<file path="src/hw/countdown_timer_pkg.sv">
// Purpose: shared constants and carrier types for the periodic countdown timer
// Assumes: system clock of 10 MHz (100 ns period)
// Notes: timing counts are derived from the printed times by expression
package countdown_timer_pkg;

  // widths
  localparam int unsigned COUNT_W = 12;
  localparam int unsigned RTN_W = 17;

  // source rate select encodings
  localparam logic [1:0] SEL_4096HZ = 2'h0;
  localparam logic [1:0] SEL_64HZ = 2'h1;
  localparam logic [1:0] SEL_1HZ = 2'h2;
  localparam logic [1:0] SEL_1MIN = 2'h3;

  // count values
  localparam logic [COUNT_W-1:0] COUNT_ZERO = 12'h000;
  localparam logic [COUNT_W-1:0] COUNT_LAST = 12'h001;
  localparam logic [COUNT_W-1:0] PRESET_RESET = 12'h000;

  // clock period and auto-return times in nanoseconds
  localparam int unsigned CLK_PERIOD_NS = 100;
  localparam int unsigned IRQ_RTN_FAST_NS = 122000;
  localparam int unsigned IRQ_RTN_SLOW_NS = 7813000;

  // longest times round down, never below one cycle
  localparam int unsigned IRQ_RTN_FAST_CYC =
    (IRQ_RTN_FAST_NS / CLK_PERIOD_NS) < 1 ? 1 : (IRQ_RTN_FAST_NS / CLK_PERIOD_NS);
  localparam int unsigned IRQ_RTN_SLOW_CYC =
    (IRQ_RTN_SLOW_NS / CLK_PERIOD_NS) < 1 ? 1 : (IRQ_RTN_SLOW_NS / CLK_PERIOD_NS);

  // control bits that software sets through the serial interface
  typedef struct packed {
    logic [1:0] rateSel;
    logic irqEnable;
    logic clockStop;
    logic internalReset;
  } timer_ctrl_t;

  // one-cycle ticks from the divider chain
  typedef struct packed {
    logic tick1min;
    logic tick1hz;
    logic tick64hz;
    logic tick4096hz;
  } rate_ticks_t;

  // timer interrupt drive state
  typedef enum logic {IRQ_IDLE, IRQ_LOW} irq_state_t;

endpackage

</file>
<file path="src/hw/periodic_countdown_interrupt_timer.sv">
// Purpose: periodic 12-bit countdown timer with event flag and shared open-drain irq
// Assumes: all inputs synchronous to clk_sys; ticks are one-cycle pulses
// Notes: run-bit write strobe is given at the serial clock fall ending data bit 0
`timescale 1ns/1ps

module periodic_countdown_interrupt_timer
  import countdown_timer_pkg::*;
#(
  parameter int unsigned RTN_FAST_CYC = IRQ_RTN_FAST_CYC,
  parameter int unsigned RTN_SLOW_CYC = IRQ_RTN_SLOW_CYC
)
(
  input wire logic clk_sys,
  input wire logic srst,
  input wire timer_ctrl_t ctrl,
  input wire rate_ticks_t ticks,
  input wire logic runWrStb,
  input wire logic runWrData,
  input wire logic presetWrStb,
  input wire logic [COUNT_W-1:0] presetWrData,
  input wire logic flagWrStb,
  input wire logic flagWrData,
  input wire logic otherIrqLow,
  output logic timerRun,
  output logic timerEventFlag,
  output logic [COUNT_W-1:0] countRead,
  output logic irqOut,
  output logic irqOe
);

  logic timerRun_q;
  logic [COUNT_W-1:0] preset_q;
  logic [COUNT_W-1:0] count_q;
  logic flag_q;
  irq_state_t irqState_q;
  logic [RTN_W-1:0] rtnCnt_q;
  logic sourceTick;
  logic counting;
  logic timerEvent;
  logic startPulse;
  logic [RTN_W-1:0] rtnLoad;

  // source tick mux
  always_comb
  begin
    case (ctrl.rateSel)
      SEL_4096HZ: sourceTick = ticks.tick4096hz;
      SEL_64HZ: sourceTick = ticks.tick64hz;
      SEL_1HZ: sourceTick = ticks.tick1hz;
      SEL_1MIN: sourceTick = ticks.tick1min;
      default: sourceTick = 1'b0;
    endcase
  end

  // counting is gated by run, stop, internal reset and a non-zero preset
  assign counting = timerRun_q && !ctrl.clockStop && !ctrl.internalReset
    && (preset_q != COUNT_ZERO);
  assign timerEvent = counting && sourceTick && (count_q == COUNT_LAST);
  // the write strobe lands on the falling serial clock that ends bit 0
  assign startPulse = runWrStb && runWrData && !timerRun_q;
  assign rtnLoad = (ctrl.rateSel == SEL_4096HZ) ? RTN_W'(RTN_FAST_CYC - 1)
    : RTN_W'(RTN_SLOW_CYC - 1);

  // run bit
  always_ff @(posedge clk_sys)
  begin
    if (srst)
      timerRun_q <= 1'b0;
    else if (runWrStb)
      timerRun_q <= runWrData;
  end

  // preset store; host is expected to stop the timer first
  always_ff @(posedge clk_sys)
  begin
    if (srst)
      preset_q <= PRESET_RESET;
    else if (presetWrStb)
      preset_q <= presetWrData;
  end

  // down counter; free-running ticks make the first interval up to one tick short
  always_ff @(posedge clk_sys)
  begin
    if (srst)
      count_q <= PRESET_RESET;
    else if (startPulse)
      count_q <= preset_q;
    else if (!timerRun_q)
      count_q <= preset_q; // stopped count tracks preset so no partial count survives
    else if (counting && sourceTick)
    begin
      if (count_q == COUNT_LAST || count_q == COUNT_ZERO)
        count_q <= preset_q;
      else
        count_q <= count_q - COUNT_LAST;
    end
  end

  // event flag: a set in the clearing cycle wins
  always_ff @(posedge clk_sys)
  begin
    if (srst)
      flag_q <= 1'b0;
    else if (timerEvent)
      flag_q <= 1'b1;
    else if (flagWrStb && !flagWrData)
      flag_q <= 1'b0;
  end

  // timer irq drive; run and flag writes deliberately do not release it
  always_ff @(posedge clk_sys)
  begin
    if (srst)
    begin
      irqState_q <= IRQ_IDLE;
      rtnCnt_q <= '0;
    end
    else
    begin
      case (irqState_q)
        IRQ_IDLE:
        begin
          if (timerEvent && ctrl.irqEnable)
          begin
            irqState_q <= IRQ_LOW;
            rtnCnt_q <= rtnLoad;
          end
        end
        IRQ_LOW:
        begin
          if (!ctrl.irqEnable)
            irqState_q <= IRQ_IDLE;
          else if (timerEvent)
            rtnCnt_q <= rtnLoad; // next event restarts the low time
          else if (rtnCnt_q == '0)
            irqState_q <= IRQ_IDLE;
          else
            rtnCnt_q <= rtnCnt_q - RTN_W'(1);
        end
        default: irqState_q <= IRQ_IDLE;
      endcase
    end
  end

  // age of the current timer low phase, counted from entry or the latest event;
  // kept outside the drive logic so the return-time check does not lean on rtnCnt_q
  logic [RTN_W-1:0] lowAge_q;

  // a long window like the fast return is counted here instead of in a delay range,
  // which keeps the checks cheap for the tools whatever the return counts are set to
  always_ff @(posedge clk_sys)
  begin
    if (srst)
      lowAge_q <= '0;
    else if (irqState_q != IRQ_LOW || timerEvent)
      lowAge_q <= '0;
    else if (lowAge_q != '1)
      lowAge_q <= lowAge_q + RTN_W'(1); // saturates so a stuck pin cannot wrap back
  end

  // registered outputs; the pin is shared with the other interrupt sources
  always_ff @(posedge clk_sys)
  begin
    if (srst)
    begin
      timerRun <= 1'b0;
      timerEventFlag <= 1'b0;
      countRead <= PRESET_RESET;
      irqOut <= 1'b0;
      irqOe <= 1'b0;
    end
    else
    begin
      timerRun <= timerRun_q;
      timerEventFlag <= flag_q;
      countRead <= timerRun_q ? count_q : preset_q;
      irqOut <= 1'b0; // open drain only ever pulls low
      irqOe <= (irqState_q == IRQ_LOW) || otherIrqLow;
    end
  end
endmodule // periodic_countdown_interrupt_timer

</file>
<file path="config.mk">
export PLATFORM = sky130hd
export DESIGN_NAME = periodic_countdown_interrupt_timer
export DESIGN_NICKNAME = d
export VERILOG_FILES = /design/src/hw/countdown_timer_pkg.sv /design/src/hw/periodic_countdown_interrupt_timer.sv
export SDC_FILE = /design/constraint.sdc
export NUM_CORES = 1
export LEC_CHECK = 0
export ABC_AREA = 0
export BUFFER_PORTS_ARGS = -buffer_cell sky130_fd_sc_hd__clkbuf_2
export CAP_MARGIN = 30
export CORE_AREA = 2 2 79 81
export DETAILED_ROUTE_END_ITERATION = 6
export DIE_AREA = 0 0 81 83
export GPL_ROUTABILITY_DRIVEN = 0
export PLACE_DENSITY = 0.8
export SYNTH_ARGS = -nofsm -noshare
export SYNTH_HDL_FRONTEND = slang
export SYNTH_SLANG_ARGS = --single-unit
</file>
<file path="constraint.sdc">
create_clock -name clk_sys -period 6.8 [get_ports clk_sys]
set_clock_uncertainty 0.2 [all_clocks]
set_input_delay 0.68 -clock clk_sys [delete_from_list [all_inputs] [get_ports clk_sys]]
set_output_delay 0.68 -clock clk_sys [all_outputs]
set_load 0.01 [all_outputs]
</file>
# Yosys cells after proc, flatten, opt, wreduce, memory -nomap -nowiden
# Index checks and enable logic that the tools add are counted.
# Widths: inputs -> output; s select.
[totals] register_bits=59 in_bits=29 n_memories=0 rom_bits=0 latchBits=0 wordCells=61 ramBits=0
[op_classes] n_mux=19 n_bitwise=1 magnitude_cmp=0 mul=0 reduce_logical=21 n_eq_ne=8 shifts=0 add_sub_neg=2 div=0
[op_table] operator="$mux 17" n=5
[op_table] operator="$mux 12" n=5
[op_table] operator="$pmux 17 s2" n=1
[op_table] operator="$logic_not 17->1" n=1
[op_table] operator="$sub 17x1->17 const B" n=1
[op_table] operator="$eq 12x1->1 const B" n=1
[op_table] operator="$logic_not 12->1" n=1
[op_table] operator="$reduce_bool 12->1" n=1
[op_table] operator="$sub 12x1->12 const B" n=1
[op_table] operator="$logic_and 1x1->1" n=9
[op_table] operator="$mux 1" n=6
[op_table] operator="$eq 2x2->1 const B" n=2
[op_table] operator="$logic_not 1->1" n=4
[op_table] operator="$ne 2x2->1 const B" n=2
[op_table] operator="$pmux 1 s4" n=1
[op_table] operator="$ne 3x1->1 const B" n=1
[op_table] operator="$ne 3x3->1 const B" n=1
[op_table] operator="$reduce_and 3->1" n=1
[op_table] operator="$eq 2x1->1 const B" n=1
[op_table] operator="$logic_not 2->1" n=1
[op_table] operator="$logic_or 1x1->1" n=2
[op_table] operator="$pmux 1 s2" n=1
[op_table] operator="$reduce_bool 2->1" n=1
[op_table] operator="$not 1->1" n=1

# Longest topological paths before layout
[depth] ltp_word=9 mapped_depth=8

# Least setup slack after synthesis
# OpenSTA, ideal clock, no wires.
[synth_timing] kind="input to register" from="in ctrl[1] (netlist bit)" to="reg rtnCnt_q[15]" t_required_ns=6.528 path_slack_ns=4.296 arrival_ns=2.233 cell_stages=6 setup_ns=0.072 path_cell_list="or3b_2 > o22ai_1 > buf_2 > nand4_4 > a2111oi_4 > mux2i_1"
[synth_via] elab_chain_len=9 word_cells_on_any_way=13
[synth_lines] element="start: declaration" line_no="periodic_countdown_interrupt_timer.sv:15" rtl="input wire timer_ctrl_t ctrl,"
[synth_lines] element="$logic_not 1->1 (*)" line_no="periodic_countdown_interrupt_timer.sv:56" rtl="assign counting = timerRun_q && !ctrl.clockStop && !ctrl.internalReset"
[synth_lines] element="$logic_and 1x1->1 (*) (2 in a row)" line_no="periodic_countdown_interrupt_timer.sv:56"
[synth_lines] element="$logic_and 1x1->1 (*)" line_no="periodic_countdown_interrupt_timer.sv:57" rtl="&& (preset_q != COUNT_ZERO);"
[synth_lines] element="$logic_and 1x1->1 (*) (2 in a row)" line_no="periodic_countdown_interrupt_timer.sv:58" rtl="assign timerEvent = counting && sourceTick && (count_q == COUNT_LAST);"
[synth_lines] element="$mux 17 or $logic_and 1x1->1 (tied branches)" line_no="periodic_countdown_interrupt_timer.sv:134, periodic_countdown_interrupt_timer.sv:124"
[synth_lines] element="$mux 17 or $ne 2x2->1 (tied branches)"
[synth_lines] element="$pmux 17 s2 or $reduce_and 3->1 (tied branches)"
[synth_lines] element="end signal: assignment" line_no="periodic_countdown_interrupt_timer.sv:127" rtl="rtnCnt_q <= rtnLoad;"
[synth_lines] element="end signal: assignment" line_no="periodic_countdown_interrupt_timer.sv:135" rtl="rtnCnt_q <= rtnLoad;"
[synth_lines] element="end signal: assignment" line_no="periodic_countdown_interrupt_timer.sv:139" rtl="rtnCnt_q <= rtnCnt_q - RTN_W'(1);"
[synth_lines] element="end: declaration" line_no="periodic_countdown_interrupt_timer.sv:36" rtl="logic [RTN_W-1:0] rtnCnt_q;"
# Mark *: on every way between the ends. The rest lies on a longest branch, timed or not. The select of a mux whose other input is x is not followed.
# A chain may end at the register's enable or synchronous reset.

# Worst setup path after layout
[layout_timing] from="reg timerRun_q" to="reg rtnCnt_q[13]"
[layout_via] elab_chain_len=8 word_cells_on_any_way=12
[layout_lines] element="start: declaration" line_no="periodic_countdown_interrupt_timer.sv:31" rtl="logic timerRun_q;"
[layout_lines] element="start signal: assignment" line_no="periodic_countdown_interrupt_timer.sv:70" rtl="timerRun_q <= runWrData;"
[layout_lines] element="$logic_and 1x1->1 (*) (2 in a row)" line_no="periodic_countdown_interrupt_timer.sv:56"
[layout_lines] element="$logic_and 1x1->1 (*)" line_no="periodic_countdown_interrupt_timer.sv:57"
[layout_lines] element="$logic_and 1x1->1 (*) (2 in a row)" line_no="periodic_countdown_interrupt_timer.sv:58"
[layout_lines] element="$mux 17 or $logic_and 1x1->1 (tied branches)" line_no="periodic_countdown_interrupt_timer.sv:134, periodic_countdown_interrupt_timer.sv:124"
[layout_lines] element="$mux 17 or $ne 2x2->1 (tied branches)"
[layout_lines] element="$pmux 17 s2 or $reduce_and 3->1 (tied branches)"
# Marked as above.

==> summary.txt <==
Yosys
  – Netlist Area Pre-Place: 0.00310 sq mm
  – Avg Cell Area, Syn: 8.70 sq um
  – Primary FF master, synth: dfxtp_1
  – Cells after synthesis: 357
  – Yosys cell types: 61
  – Yosys top cell area share: 38.0%
  – Leading area contributor after synthesis: dfxtp_1
  – Yosys reg bits: 59
  – Post-synthesis net count: 391
  – Count of flip-flops with a built-in enable after synthesis: 0
  – Synth top area cells: dfxtp_1 38%, mux2i_1 11%, nor2_1 5.4%
  – Ys async rst share: 0%
  – Sequential share of the synthesized area: 38.0%
  – YS warnings: 0

GRT
  – GR Util met3: about 5.4%
  – Layer with the highest usage: met2
  – Initial antenna violation count: 0
  – Global-route wire length before repair: 12100 um
  – Tot GR Track Use: 22.9%
  – Met2 usage: 34.3%
  – Grt met1 use: 30.9%
  – Vias in the first global route: 2602
  – Total grt overflow: 0
  – Largest net degree at the start of global routing: 51

Timing
  – Clock period minus worst slack: just under 3 ns
  – Setup violators final: 0
  – FMAX: 339 MHz
  – Fin. max-slew vios: 0
  – Worst-Margin Slew: 0.998 ns
  – Hold Fails Final Rpt: 0
  – Final setup TNS: 0 ns
  – Worst Hold Margin: 0.265 ns
  – RSZ-0062 raised after global routing: false
  – Final worst path period share: 43.4%
  – Worst rel slew slack: about a third

Cells and area
  – Post-layout util: roughly three fifths
  – Post-route cell area: roughly 0.0036 sq mm
  – Share of layout cells above drive strength 1: roughly 19%
  – Antenna cells: 0
  – Area of the multi-input gates: 0.00178 sq mm
  – Fillers: 529
  – P&R area growth vs syn: 14.8%
  – Nets@finish: 430
  – FF/Latch Area: 0.00118 sq mm

Status
  – Outcome: finished, final reports clean

Route
  – 1st-iter DRT viols: slightly above 300
  – Routed Antenna Nets: 0
  – DRT Wirelength: slightly above 7000 um
  – Vias: 2817
  – Routed WL per cell: ~15 um
  – First-pass iteration count of the detailed router: 5
  – DRC: 0
  – Drt via density: a little under 6

Critical path
  – Worst path top cell family by delay: flip-flops
  – CP max stage delay: 0.98 ns
  – Critical Path Sink Type: flop
  – CP Class: flop to flop
  – Crit-path cells: nand2_1 -> nor4_1 -> a41oi_1 -> buf_4 -> o211ai_1 -> o21ai_1
  – Startpoint Class: flop
  – CP Max Fanout: 19
  – Req. time, crit path: 6.83 ns
  – CP bufs+invs: 1
  – Crit path arrival time: around 3.0 ns
  – Worst reg-to-reg setup slack: 3.85 ns
  – Slowest cell on the critical path: dfxtp_1

Power
  – Switch Pwr: around 230 uW
  – Maximum vdd ir drop: 0.219 mV
  – Static Leakage: 0.00145 uW
  – Tot Pwr: a little over 800 uW
  – Pint: 586 uW
  – Comb power frac: 13.8%
  – Clock share of power: between 40% and 50%
  – Flop pwr share: a little under half
  – Switch share: 28.3%
  – PD cells: about 230 mW/mm^2

Clocking
  – H-tree depth: 3
  – CTS tree: yes
  – Clock sinks: 59
  – PostCTS Resize Cnt: 0
  – Setup bufs post-CTS: 0
  – Post-CTS Hold Buffers: 0
  – CTS root buffer: clkbuf_8
  – Clock latency at the later pin of the worst-skew pair: around 0.35 ns
  – CTS Buf Count: 9
  – Clock transition at path regs: 0.07 ns
  – Clock tree buffer depth: 2

Floorplan
  – Die extent in y: 83 um
  – Starting Density: 53.4%
  – Core area: 0.00582 sq mm
  – I/O pin count: 45
  – Die X: 81 um
  – Num rows: 28
  – Die ar.: 0.00672 sq mm

Placement
  – Placed inst area: approximately 0.0034 sq mm
  – Buffers added on ports: 43
  – Dpl hpwl: about 5000 um

Min path
  – Hold Path Class: flop to flop

Run
  – Max-cap viol count: 0
-- logic make-up after synthesis --
logic type | Yosys count | synth area share, %
AOI/OAI and AO/OA | 89 | 20.7
DFF | 59 | 38.0
buffers and inverters | 33 | 4.60
muxes | 35 | 11.3
other | 1 | 0.121
and+or+nand+nor | 135 | 23.2
adders and majority gates | 5 | 2.02
-- cells in the final DEF, fill, tap and decap left out, drive strengths merged, types with 4 or more instances in the layout --
cell / netlist / layout
dfxtp: 59 / 59
clkbuf: 6 / 53
nor2: 45 / 45
mux2i: 35 / 35
o21ai: 24 / 24
nand2: 23 / 23
a21oi: 18 / 18
inv: 14 / 15
nor3: 10 / 10
nand3: 8 / 8
o22ai: 7 / 7
nor4: 7 / 7
nand2b: 6 / 6
and2: 6 / 6
or4: 6 / 6
ha: 5 / 5
or3: 5 / 5
nand4: 5 / 5
a31oi: 4 / 4
a22oi: 4 / 4
a21boi: 4 / 4
buf: 13 / 4
-- final timing paths --
| path | from | end | depth (start not counted) |
|---|---|---|---|
| worst min register to register | flag_q | timerEventFlag | 1 |
| worst max-delay path | timerRun_q | rtnCnt_q[13] | 6 |
| worst min-delay path | flag_q | timerEventFlag | 1 |
| worst max register to register | timerRun_q | rtnCnt_q[13] | 6 |
-- worst register-to-register path, stage by stage, from the launching register on --
cell,delay [ns]
dfxtp_1,0.98
nand2_1,0.25
nor4_1,0.60
a41oi_1,0.34
buf_4,0.29
o211ai_1,0.08
o21ai_1,0.09
-- per-stage QoR --
step,std cells,setup slack (ns)
3_5_place_dp,460,3.61
5_1_grt,476,3.68
6_report,476,3.85
2_1_floorplan,357,4.30
3_3_place_gp,458,3.66
4_1_cts,476,3.86
-- flip-flops by register name, indices dropped and copies added, names as in the netlist, 12 cells and up --
signal,cells
preset_q,12
countRead,12
count_q,12
rtnCnt_q,17
-- synthesized netlist by cell type, drive strengths merged (2+ instances only) --
cell     count
a2111oi      2
a211oi       2
a21boi       4
a21o         2
a21oi       18
a22oi        4
a31oi        4
a41oi        2
and2         6
and3         2
buf         13
clkbuf       6
dfxtp       59
ha           5
inv         14
mux2i       35
nand2       23
nand2b       6
nand3        8
nand4        5
nor2        45
nor2b        3
nor3        10
nor3b        2
nor4         7
o211ai       2
o21ai       24
o22ai        7
o31a         3
o32ai        3
or3          5
or4          6
or4b         2
-- final cells by class --
type | instances | area share [%]
clock inverters | 6 | 1.79
repair buffers | 47 | 7.10
inverters | 14 | 1.48
flip-flops and latches | 59 | 33.2
well taps | 75 | 2.63
clock buffers | 10 | 3.86
multi-input cells | 265 | 50.0
-- power by group through the flow --
| stage | clock (uW) | combinational [uW] | sequential [uW] |
|---|---|---|---|
| 2_1_floorplan | 0 | 83.7 | 379 |
| 3_3_place_gp | 0 | 107 | 384 |
| 3_5_place_dp | 0 | 112 | 384 |
| 4_1_cts | 332 | 112 | 376 |
| 5_1_grt | 346 | 125 | 379 |
| 6_report | 327 | 113 | 377 |
-- routing by layer --
metal	routed length, um	vias to the layer above
li1	-	1382
met1	3290	1311
met2	3390	112
met3	480	12
met4	96	0
met5	0	-
Note: power is estimated with default switching activity, not from simulation.
